$ cat config.mk
export PLATFORM = sky130hd
export DESIGN_NAME = occ_clock_config
export DESIGN_NICKNAME = d
export VERILOG_FILES = /design/src/occ_pkg.sv /design/src/occ_field_decode.sv /design/src/occ_clock_config.sv
export SDC_FILE = /design/constraint.sdc
export NUM_CORES = 1
export LEC_CHECK = 0
export BUFFER_PORTS_ARGS = -buffer_cell sky130_fd_sc_hd__buf_2
export CAP_MARGIN = 30
export CORE_MARGIN = 4
export CORE_UTILIZATION = 41
export DETAILED_ROUTE_END_ITERATION = 6
export PLACE_DENSITY = 0.75
export SYNTH_ARGS = -nofsm -noshare
export SYNTH_HDL_FRONTEND = slang
export SYNTH_SLANG_ARGS = --single-unit
$ cat constraint.sdc
create_clock -name clk -period 3.4 [get_ports clk]
set_input_delay 0.34 -clock clk [delete_from_list [all_inputs] [get_ports clk]]
set_output_delay 0.34 -clock clk [all_outputs]
set_load 0.005 [all_outputs]
$ cat src/occ_pkg.sv
// Purpose: constants and types for the clock configuration word decoder
// Assumes: one 32-bit configuration word, registers on a 32-bit avalon slave
// Notes: field positions and codes follow the word layout
package occ_pkg;
  // field positions in clock_config_word
  localparam int SRC_LSB = 0;
  localparam int SEC_OSC_BIT = 5;
  localparam int TWO_SPEED_BIT = 7;
  localparam int PRI_MODE_LSB = 8;
  localparam int CLKOUT_N_BIT = 10;
  localparam int DIV_LSB = 12;
  localparam int SWMON_LSB = 14;
  localparam logic [31:0] RSVD_MASK = 32'h0000_0858;
  localparam logic [31:0] CFG_WORD_DEFAULT = 32'hffff_ffff;
  // register byte addresses
  localparam logic [3:0] ADDR_CFG = 4'h0;
  localparam logic [3:0] ADDR_STATUS = 4'h4;
  localparam logic [3:0] ADDR_CTRL = 4'h8;
  // status field positions
  localparam int ST_SRC_LSB = 0;
  localparam int ST_PRI_LSB = 4;
  localparam int ST_DIV_LSB = 8;
  localparam int ST_SWITCH_BIT = 12;
  localparam int ST_MONITOR_BIT = 13;
  localparam int ST_TWO_SPEED_BIT = 14;
  localparam int ST_SEC_OSC_BIT = 15;
  localparam int ST_CLKOUT_BIT = 16;
  localparam int ST_RSVD_OK_BIT = 17;
  localparam int ST_POSC_CONFLICT_BIT = 18;
  localparam int CTRL_RECAPTURE_BIT = 0;

  typedef enum logic [2:0] {
    OCC_SRC_FRC = 3'h0,
    OCC_SRC_FRC_DIV_PLL = 3'h1,
    OCC_SRC_PRI = 3'h2,
    OCC_SRC_PRI_PLL = 3'h3,
    OCC_SRC_SEC = 3'h4,
    OCC_SRC_LOW_POWER_RC_OSCILLATOR = 3'h5,
    OCC_SRC_FRC_DIV16 = 3'h6,
    OCC_SRC_FRC_DIV = 3'h7
  } occ_src_t;

  typedef enum logic [1:0] {
    OCC_PRI_EXT_CLK = 2'h0,
    OCC_PRI_STD_XTAL = 2'h1,
    OCC_PRI_HS_XTAL = 2'h2,
    OCC_PRI_OFF = 2'h3
  } occ_pri_t;

  typedef struct packed {
    occ_src_t src;
    occ_pri_t pri_mode;
    logic [1:0] div_log2;
    logic switch_en;
    logic monitor_en;
    logic two_speed_en;
    logic sec_osc_en;
    logic clkout_en;
    logic rsvd_ok;
    logic posc_conflict;
  } occ_dec_t;

  typedef struct packed {
    logic [3:0] address;
    logic read;
    logic write;
    logic [31:0] writedata;
  } occ_av_req_t;
endpackage : occ_pkg

$ cat src/occ_field_decode.sv
// Purpose: pure decode of the clock configuration word into settings
// Assumes: word is stable from a register
// Notes: combinational only
`timescale 1ns/100ps
module occ_field_decode
  import occ_pkg::*;
(
  input wire logic [31:0] word,
  output occ_dec_t dec
);
  always_comb begin
    dec.src = occ_src_t'(word[SRC_LSB +: 3]);
    dec.pri_mode = occ_pri_t'(word[PRI_MODE_LSB +: 2]);
    dec.div_log2 = word[DIV_LSB +: 2];
    dec.switch_en = ~word[SWMON_LSB + 1];
    dec.monitor_en = (word[SWMON_LSB +: 2] == 2'h0);
    dec.two_speed_en = word[TWO_SPEED_BIT];
    dec.sec_osc_en = word[SEC_OSC_BIT];
    // clock out only when pins are not taken by a crystal
    dec.clkout_en = ~word[CLKOUT_N_BIT]
      && (dec.pri_mode == OCC_PRI_OFF || dec.pri_mode == OCC_PRI_EXT_CLK);
    dec.rsvd_ok = ((word & RSVD_MASK) == RSVD_MASK);
    dec.posc_conflict = (dec.pri_mode == OCC_PRI_OFF)
      && (dec.src == OCC_SRC_PRI || dec.src == OCC_SRC_PRI_PLL);
  end
endmodule : occ_field_decode

$ cat src/occ_clock_config.sv
// Purpose: captures the clock configuration word and drives clock setup
// Assumes: nv_word comes from configuration storage on the same clock
// Notes: settings change only at capture
//
// What this block does
// - two-bit field sets switching and fail-safe monitor
// - divisor code sets peripheral clock divide 1..8
// - clock out only if enabled, pins free
// - primary mode: off, fast, standard, external clock
// - switchover bit enables two-speed start-up
// - secondary oscillator follows its enable bit
// - upper source codes select rc or secondary
// - lower source codes select primary or rc
`timescale 1ns/100ps
module occ_clock_config
  import occ_pkg::*;
(
  input wire logic clk,
  input wire logic rst,
  input wire logic [31:0] nv_word,
  input wire logic [3:0] avs_address,
  input wire logic avs_read,
  input wire logic avs_write,
  input wire logic [31:0] avs_writedata,
  output logic [31:0] avs_readdata,
  output logic avs_waitrequest,
  output logic [2:0] initial_clock_source,
  output logic [1:0] primary_osc_mode,
  output logic [3:0] periph_bus_divisor,
  output logic clock_switch_en,
  output logic fail_safe_monitor_en,
  output logic two_speed_startup_en,
  output logic secondary_osc_en,
  output logic clock_output_en,
  output logic config_fault
);
  ////////////////////////////////////////////////////////////////////////
  typedef struct packed {
    logic captured;
    logic [31:0] word;
    logic resp_pending;
    logic [31:0] rdata;
  } occ_state_t;

  occ_state_t st;
  occ_state_t next_st;
  occ_dec_t dec;
  occ_av_req_t req;

  assign req = '{address: avs_address, read: avs_read, write: avs_write,
                 writedata: avs_writedata};

  occ_field_decode u_dec (
    .word(st.word),
    .dec(dec)
  );

  ////////////////////////////////////////////////////////////////////////
  logic [31:0] status_word;
  always_comb begin
    status_word = 32'h0000_0000;
    status_word[ST_SRC_LSB +: 3] = dec.src;
    status_word[ST_PRI_LSB +: 2] = dec.pri_mode;
    status_word[ST_DIV_LSB +: 2] = dec.div_log2;
    status_word[ST_SWITCH_BIT] = dec.switch_en;
    status_word[ST_MONITOR_BIT] = dec.monitor_en;
    status_word[ST_TWO_SPEED_BIT] = dec.two_speed_en;
    status_word[ST_SEC_OSC_BIT] = dec.sec_osc_en;
    status_word[ST_CLKOUT_BIT] = dec.clkout_en;
    status_word[ST_RSVD_OK_BIT] = dec.rsvd_ok;
    status_word[ST_POSC_CONFLICT_BIT] = dec.posc_conflict;
  end

  ////////////////////////////////////////////////////////////////////////
  always_comb begin
    next_st = st;
    // first cycle after reset latches the word; later only on request
    if (!st.captured) begin
      next_st.word = nv_word;
      next_st.captured = 1'b1;
    end
    // one wait cycle per access: request taken, answer next edge
    if (st.resp_pending) begin
      next_st.resp_pending = 1'b0;
      // write lands at the completing edge, when the master sees waitrequest low
      if (req.write && req.address == ADDR_CTRL && req.writedata[CTRL_RECAPTURE_BIT]) begin
        next_st.captured = 1'b0;
      end
    end else if (req.read || req.write) begin
      next_st.resp_pending = 1'b1;
      next_st.rdata = 32'h0000_0000;
      if (req.read) begin
        case (req.address)
          ADDR_CFG: next_st.rdata = st.word;
          ADDR_STATUS: next_st.rdata = status_word;
          default: next_st.rdata = 32'h0000_0000;
        endcase
      end
    end
  end

  always_ff @(posedge clk) begin
    if (rst) begin
      st <= '{captured: 1'b0, word: CFG_WORD_DEFAULT, resp_pending: 1'b0,
              rdata: 32'h0000_0000};
    end else begin
      st <= next_st;
    end
  end

  ////////////////////////////////////////////////////////////////////////
  assign avs_waitrequest = (avs_read || avs_write) && !st.resp_pending;
  assign avs_readdata = st.rdata;
  assign initial_clock_source = dec.src;
  assign primary_osc_mode = dec.pri_mode;
  assign periph_bus_divisor = 4'h1 << dec.div_log2;
  assign clock_switch_en = dec.switch_en;
  assign fail_safe_monitor_en = dec.monitor_en;
  assign two_speed_startup_en = dec.two_speed_en;
  assign secondary_osc_en = dec.sec_osc_en;
  assign clock_output_en = dec.clkout_en;
  // flags a word that breaks reserved bits or disables the active primary
  assign config_fault = dec.posc_conflict || !dec.rsvd_ok;
endmodule : occ_clock_config

Word level (Yosys, flattened, before mapping) --
Cells that the tools add are included. W data, S select, Z words.
Storage, ports and cells: register bits after elaboration 66, output and inout bits 48, word-level logic and storage cells 35
Operators by class: equality and inequality tests 6, shift-type cells 1, muxes and demuxes 5, bitwise logic cells 3, reduce and logical (&&, ||, !) cells 16
Operator list (count):
- $pmux W32 S2 | 1
- $mux W33 | 1
- $mux W32 | 1
- $eq A4 B4 Y1 const B | 2
- $eq A3 B2 Y1 const B | 2
- $logic_and A1 B1 Y1 | 5
- $eq A4 B3 Y1 const B | 1
- $logic_not A2 Y1 | 2
- $logic_not A4 Y1 | 1
- $logic_or A1 B1 Y1 | 4
- $shl A1 B2 Y4 const A | 1
- $not A1 Y1 | 3
- $eq A2 B2 Y1 const B | 1
- $logic_not A1 Y1 | 2
- $mux W1 | 2
- $reduce_and A2 Y1 | 1
- $reduce_or A2 Y1 | 1

Longest topological paths before layout --
Gate-level depths: netlist of run 1.
depth in word-level cells 6, mapped depth 5, gate-level depth less buffers 4

By module --
From an unflattened synthesis of run 1, not the netlist that was laid out.
Second synthesis, totals: cells, all modules 256, area total of the unflattened synthesis 2831.5 sq um
Modules (own cells, without submodules):
- occ_clock_config | times used 1, cells an instance 241, area an instance 2722.6 sq um
- occ_field_decode | times used 1, cells an instance 15, area an instance 108.9 sq um

Least setup slack after synthesis of run 1 --
OpenSTA, ideal clock, no wires.
kind input -> register, start input avs_address[2], end register st, in the netlist avs_readdata[15], arrival time 1181 ps, slack 2091 ps, stages 5, path buffers 2, cell sequence buf_6 -> buf_2 -> mux2_2 -> a32oi_1 -> nor2_1
Between the ends: cells in the longest elaborated chain, start to end 3, elaborated cells on any way between the ends 4, classes of those cells eq/ne (1); mux (2); reduce/logical (1)
Ends and longest elaborated chain:
- from (decl) | line occ_clock_config.sv:21 | input wire logic [3:0] avs_address,
- $eq A4 B3 Y1 / $logic_not A4 Y1 (equally long branches) | line occ_clock_config.sv:93 | case (req.address)
- $pmux W32 S2 (*) | line occ_clock_config.sv:93
- $mux W32 (*) | line occ_clock_config.sv:92 | if (req.read) begin
- to (signal assigned) | line occ_clock_config.sv:104 | st <= '{captured: 1'b0, word: CFG_WORD_DEFAULT, resp_pending: 1'b0,
- to (signal assigned) | line occ_clock_config.sv:107 | st <= next_st;
- to (decl) | line occ_clock_config.sv:45 | occ_state_t st;
Every way passes the cells marked *; elsewhere a longest branch is shown, timed or not. A chain may end at the register's enable or synchronous reset.

Worst setup path after layout of run 1 --
start register st[32] (netlist bit), end output avs_waitrequest
Between the ends: cells in the longest elaborated chain, start to end 2
Ends and longest elaborated chain:
- $logic_not A1 Y1 | line occ_clock_config.sv:112 | assign avs_waitrequest = (avs_read || avs_write) && !st.resp_pending;
- $logic_and A1 B1 Y1 | line occ_clock_config.sv:112
- to (decl) | line occ_clock_config.sv:26 | output logic avs_waitrequest,
Every way passes these cells.

==> results.txt, run 1 <==
fin crit period: 1.66 ns
Congestion Overflow GR: 0
Critical Path AT: 1.32 ns
clk sinks: 66
global placement routability congestion: 0.707
Leak Pwr: 1.43 nW
synth top area cells: dfxtp_1 (45%), buf_4 (9.7%), a211o_1 (9.5%)
Inserted Clock Buffers: 9
most frequent cells after synthesis: dfxtp_1 (66), buf_4 (38), nor2b_1 (38), a211o_1 (32), nand2_1 (25)
dpl cell area: 3150 um2
Tcrit/Tclk final: 0.487
# port buffers: 88
drt via density: 5.07
GRT Util Overall: 0.157
Synth-to-Final Area Change: 14.3%
Final TNS setup: 0 ns
layout cells sized above 1: 0.331
RSZ-0062 raised after global routing: no
Vert. Die Dim: 92.8 um
total power: 1.75 mW
Final Setup Violations: 0
CP peak stage delay: 0.32 ns
Seq/Total Area, Yosys: 0.448
cell with the most instances after synthesis: dfxtp_1
slowest CP cell: dfxtp_1
Worst-path clk slew: 0.08 ns
DRC viols: 0
postcts setup bufs: 0
CP Max Fanout: 19
DRT antenna net count: 0
Setup CP Type: reg -> out
Slew Viols, Final: 0
CTS tree: done
Max-slew headroom: 0.458
synthesized area: 2950 um2
Inst Count DP: 439
largest net degree at the start of global routing: 45
PD cells: 517 nW/um2
CP Launch Type: flop
I/O Pins: 120
Reg area: 1320 um2
clock network latency to the later pin of the worst-skew pair: 0.34 ns
final instance area: 3370 um2
Cell Rows: 30
Register-to-Register Path Depth: 3
DR iter-0 viols: 88
post-synthesis async set-or-reset flop share: 0
post-CTS sizing: 0
status: complete, no violations
DR pass1 iterations: 4
Synth Flop Type: dfxtp_1
core area: 6910 um2
wire per inst: 14.5 um
Yosys top cell by area: dfxtp_1
average size of a mapped cell: 9.43 um2
fillers: 711
clock root buffer master: clkbuf_8
Syn Inst Count: 313
Max Clk Rate: 603 MHz
max cap viols: 0
R2R setup slack: 2.05 ns
Non-Filler Instances: 455
# hold bufs at CTS: 0
worst vdd ir: 0.000317 V
Post-synth EDFFs: 0
dpl hpwl: 4530 um
global-route wire length before repair: 10,900 um
Die W: 92.8 um
Die ar.: 8620 um2
CP endpoint kind: output pin
Req. time, crit path: 3.06 ns
number of synthesized register bits: 66
Routed WL: 6600 um
Multi-input gate area: 1210 um2
antenna cell count: 0
clk buf depth: 2
crit-path cells: o21bai_2 > inv_2 > buf_2
count of cell types in the netlist: 28
Crit. Startpoint: st[32]
syn_nets: 386
Fin. Hold Viols: 0
Crit Reg-Reg Endpoint: st[51]
reg2reg start: st[65]
Worst Hold Class: in -> reg
number of H-tree levels: 3
area share of the largest cell type after synthesis: 0.448
initial core utilization: 0.427
crit path capture: avs_waitrequest
initial antenna violation count: 1
Final Skew: 0.00832 ns
routed via count: 2,307
Tightest Pin Transition: 0.810 ns
number of global-route vias before repair: 2,317
nets@finish: 427
Yosys Warn Count: 0
==> logic make-up (layout without fill, tap and decap cells) <==
family | Yosys count | in the layout | share of synthesized area
simple gates | 104 | 104 | 0.202
compound gates | 70 | 70 | 0.178
flops | 66 | 66 | 0.448
fa+ha+maj | 1 | 1 | 0.00424
buf+inv | 65 | 111 | 0.142
mux | 7 | 7 | 0.0263
==> cell type report <==
| class | instances | share of cell area |
|---|---|---|
| clock buffers | 9 | 0.0367 |
| well taps | 96 | 0.0356 |
| inverters | 3 | 0.00334 |
| flip-flops and latches | 66 | 0.392 |
| multi-input cells | 182 | 0.359 |
| repair buffers | 92 | 0.143 |
| clock inverters | 7 | 0.0304 |
==> sequential cells by signal, indices dropped and copies added (netlist names) <==
signal / count
st: 34
avs_readdata: 32
==> routing by layer <==
layer,up-vias,global-route usage,part of all wire
met3,11,0.0301,0.044
met1,1092,0.197,0.46
met2,54,0.262,0.48
met5,-,0,0
met4,0,0.0672,0.018
li1,1150,-,-
==> report_power, final <==
group | internal, mW | total (mW) | switching (mW) | leakage [nW]
registers | 0.806 | 0.835 | 0.0293 | 0.542
logic | 0.0818 | 0.174 | 0.0923 | 0.782
clock network | 0.419 | 0.737 | 0.318 | 0.110
==> critical path, delay by kind of cell, from the launching register on <==
family,cells,cell delay [ns]
compound gates,1,0.20
buf+inv,2,0.46
flops,1,0.32
==> cells in the final DEF (no fill, tap or decap), drive strengths merged, types with 3 or more instances in the layout <==
cell / n
buf: 92
dfxtp: 66
nor2b: 38
a211o: 32
nand2: 25
a21oi: 23
nand4: 18
nor2: 13
a32oi: 9
clkbuf: 9
mux2: 6
inv: 4
o211ai: 3
clkinv: 3
==> stage by stage <==
stage	setup WS, ns	hold WS [ns]	utilization
after detailed placement	1.65	0.441	0.456
after CTS	1.74	0.293	0.489
after global routing	1.65	0.307	0.489
after global placement	1.66	0.436	0.453
after floorplan	2.09	0.431	-
final	1.74	0.310	0.489
==> how the worst min path moves through the flow <==
| stage | startpoint | end | slack (ns) | cells after the start |
|---|---|---|---|---|
| after floorplan | st[49] | st[49] | 0.43 | 1 |
| after global placement | avs_readdata[21] | avs_readdata[21] | 0.44 | 2 |
| after detailed placement | avs_readdata[19] | avs_readdata[19] | 0.44 | 2 |
| after CTS | nv_word[22] | st[55] | 0.29 | 3 |
| after global routing | nv_word[28] | st[61] | 0.31 | 3 |
| final | nv_word[22] | st[55] | 0.31 | 3 |
No activity file was read; power rests on OpenSTA's default activity.
==> run 2, diff against run 1 <==
==> constraint.sdc (replaced) <==
create_clock -name clk -period 1.6 [get_ports clk]
set_input_delay 0.16 -clock clk [delete_from_list [all_inputs] [get_ports clk]]
set_output_delay 0.16 -clock clk [all_outputs]
set_load 0.005 [all_outputs]
==> run 2 against run 1 <==
  * Clock-buffer cell count up 1
  * Highest routed layer unchanged
  * Register-to-register slack got worse by 1.9 ns
  * Clock skew grew 0.0027 ns
==> results.txt, run 2 (synthesis results as in run 1) <==
Synth-to-Final Area Change: 16.4%
dpl cell area: 3210 um2
DR pass1 iterations: 4
fillers: 688
Sw Share: 0.256
Tightest Pin Transition: 0.751 ns
clock share of power: 0.393
Inserted Clock Buffers: 9
Worst Hold Class: in -> reg
nets@finish: 436
# hold bufs at CTS: 0
Leak Pwr: 1.47 nW
Final Skew: 0.0111 ns
DRT antenna net count: 0
Die W: 92.8 um
wire per inst: 15.0 um
clk buf depth: 2
final instance area: 3430 um2
CP Launch Type: flop
initial core utilization: 0.427
Die ar.: 8620 um2
DRC viols: 0
CTS tree: done
Gate power share: 0.114
Crit Reg-Reg Endpoint: avs_readdata[11]
I/O Pins: 120
hold path cells: 3
clk sinks: 66
global-route wire length before repair: 11,100 um
Tcrit/Tclk final: 0.924
GRT Util Overall: 0.163
Psw: 0.917 mW
core area: 6910 um2
Inst Count DP: 446
initial antenna violation count: 0
DR iter-0 viols: 150
crit-path cells: ha_1 > nor2_1 > buf_2
status: complete, no violations
CP endpoint kind: output pin
hold endpoint: st[42]
clock network latency to the later pin of the worst-skew pair: 0.34 ns
Top reg by flops: st
worst vdd ir: 0.000695 V
max cap viols: 0
Congestion Overflow GR: 0
global placement routability congestion: 0.732
Non-Filler Instances: 464
Hold Startpoint: nv_word[9]
CP peak stage delay: 0.36 ns
Setup CP Type: reg -> out
post-layout util: 0.497
Critical Path AT: 1.32 ns
Final Setup Violations: 0
RSZ-0062 raised after global routing: no
Max-slew headroom: 0.499
clock root buffer master: clkbuf_8
Worst-path clk slew: 0.07 ns
most common cell after layout, fill and taps aside: buf_2
Max Clk Rate: 677 MHz
drt via density: 5.17
Req. time, crit path: 1.44 ns
reg2reg start: st[32]
CP Buf/Inv Count: 1
Vert. Die Dim: 92.8 um
PD cells: 1040 nW/um2
Slew Viols, Final: 0
dpl hpwl: 4850 um
R2R setup slack: 0.17 ns
antenna cell count: 0
fin crit period: 1.48 ns
Final TNS setup: 0 ns
CP Max Fanout: 5
Register-to-Register Path Depth: 5
# port buffers: 88
largest net degree at the start of global routing: 39
Top Family by Delay on Critical Path: flip-flops
number of global-route vias before repair: 2,287
slowest CP cell: dfxtp_1
max FFs per register: 34
Routed WL: 6980 um
layout cells sized above 1: 0.348
routed via count: 2,398
Cell Rows: 30
number of H-tree levels: 3
Pint: 2.67 mW
Fin. Hold Viols: 0
commonest cells after routing, fill and taps aside: buf_2 (88), dfxtp_1 (65), nor2b_1 (38)
sequential power share: 0.493
==> run 2: cell count changes in the layout (fill, tap and decap cells not counted), sizes merged <==
cell      change
buf           +9
clkbuf        +1
clkinv        -1
clkinvlp      +2
inv           -1
bufinv        -1
==> run 2: layout make-up <==
class	instances	area, um2	area share
tap	96	120	0.0350
multi-input combinational	182	1210	0.353
inverter	3	13.8	0.00401
clock buffer	10	138	0.0401
clock inverter	6	66.3	0.0193
timing repair buffer	101	563	0.164
sequential	66	1320	0.385
==> run 2: power by group through the flow <==
stage	clock, mW	sequential [mW]	combinational, mW
6_report	1.41	1.77	0.410
4_1_cts	1.45	1.76	0.411
3_3_place_gp	0	1.80	0.391
3_5_place_dp	0	1.80	0.399
5_1_grt	1.52	1.77	0.450
2_1_floorplan	0	1.79	0.272
==> run 2: worst min-delay path: stages <==
cell,delay (ns)
buf_2,0.07
nor2b_1,0.11
a211o_1,0.09
==> run 2: what timing repair did <==
item                                    4_1_cts  5_1_grt
resized for setup                             1        0
setup buffers                                 2        0
endpoints found under the setup margin        1        0
==> run 2: how the worst max path moves through the flow <==
stage | start | end | slack [ns] | cells after the start
global placement | avs_read | avs_waitrequest | 0.06 | 4
global route | st[32] | avs_readdata[29] | 0.06 | 5
finish | st[41] | clock_output_en | 0.12 | 3
detailed placement | avs_read | avs_readdata[20] | 0.02 | 5
CTS | st[32] | avs_waitrequest | 0.11 | 3
floorplan | avs_address[2] | avs_readdata[15] | 0.47 | 5
==> run 2: per-layer routing <==
layer | track usage | share of wire | routed length, um | up-vias
met3 | 0.0317 | 0.053 | 372 | 7
met1 | 0.205 | 0.45 | 3110 | 1150
met2 | 0.268 | 0.49 | 3390 | 72
li1 | - | - | - | 1169
met5 | 0 | 0 | 0 | -
met4 | 0.0733 | 0.015 | 102 | 0
==> run 2: metrics by stage <==
stage	worst slack [ns]	hold slack, ns	power, mW
2_1_floorplan	0.471	0.361	2.06
3_3_place_gp	0.0637	0.437	2.19
3_5_place_dp	0.0218	0.442	2.20
4_1_cts	0.115	0.108	3.63
5_1_grt	0.0588	0.133	3.74
6_report	0.122	0.126	3.58
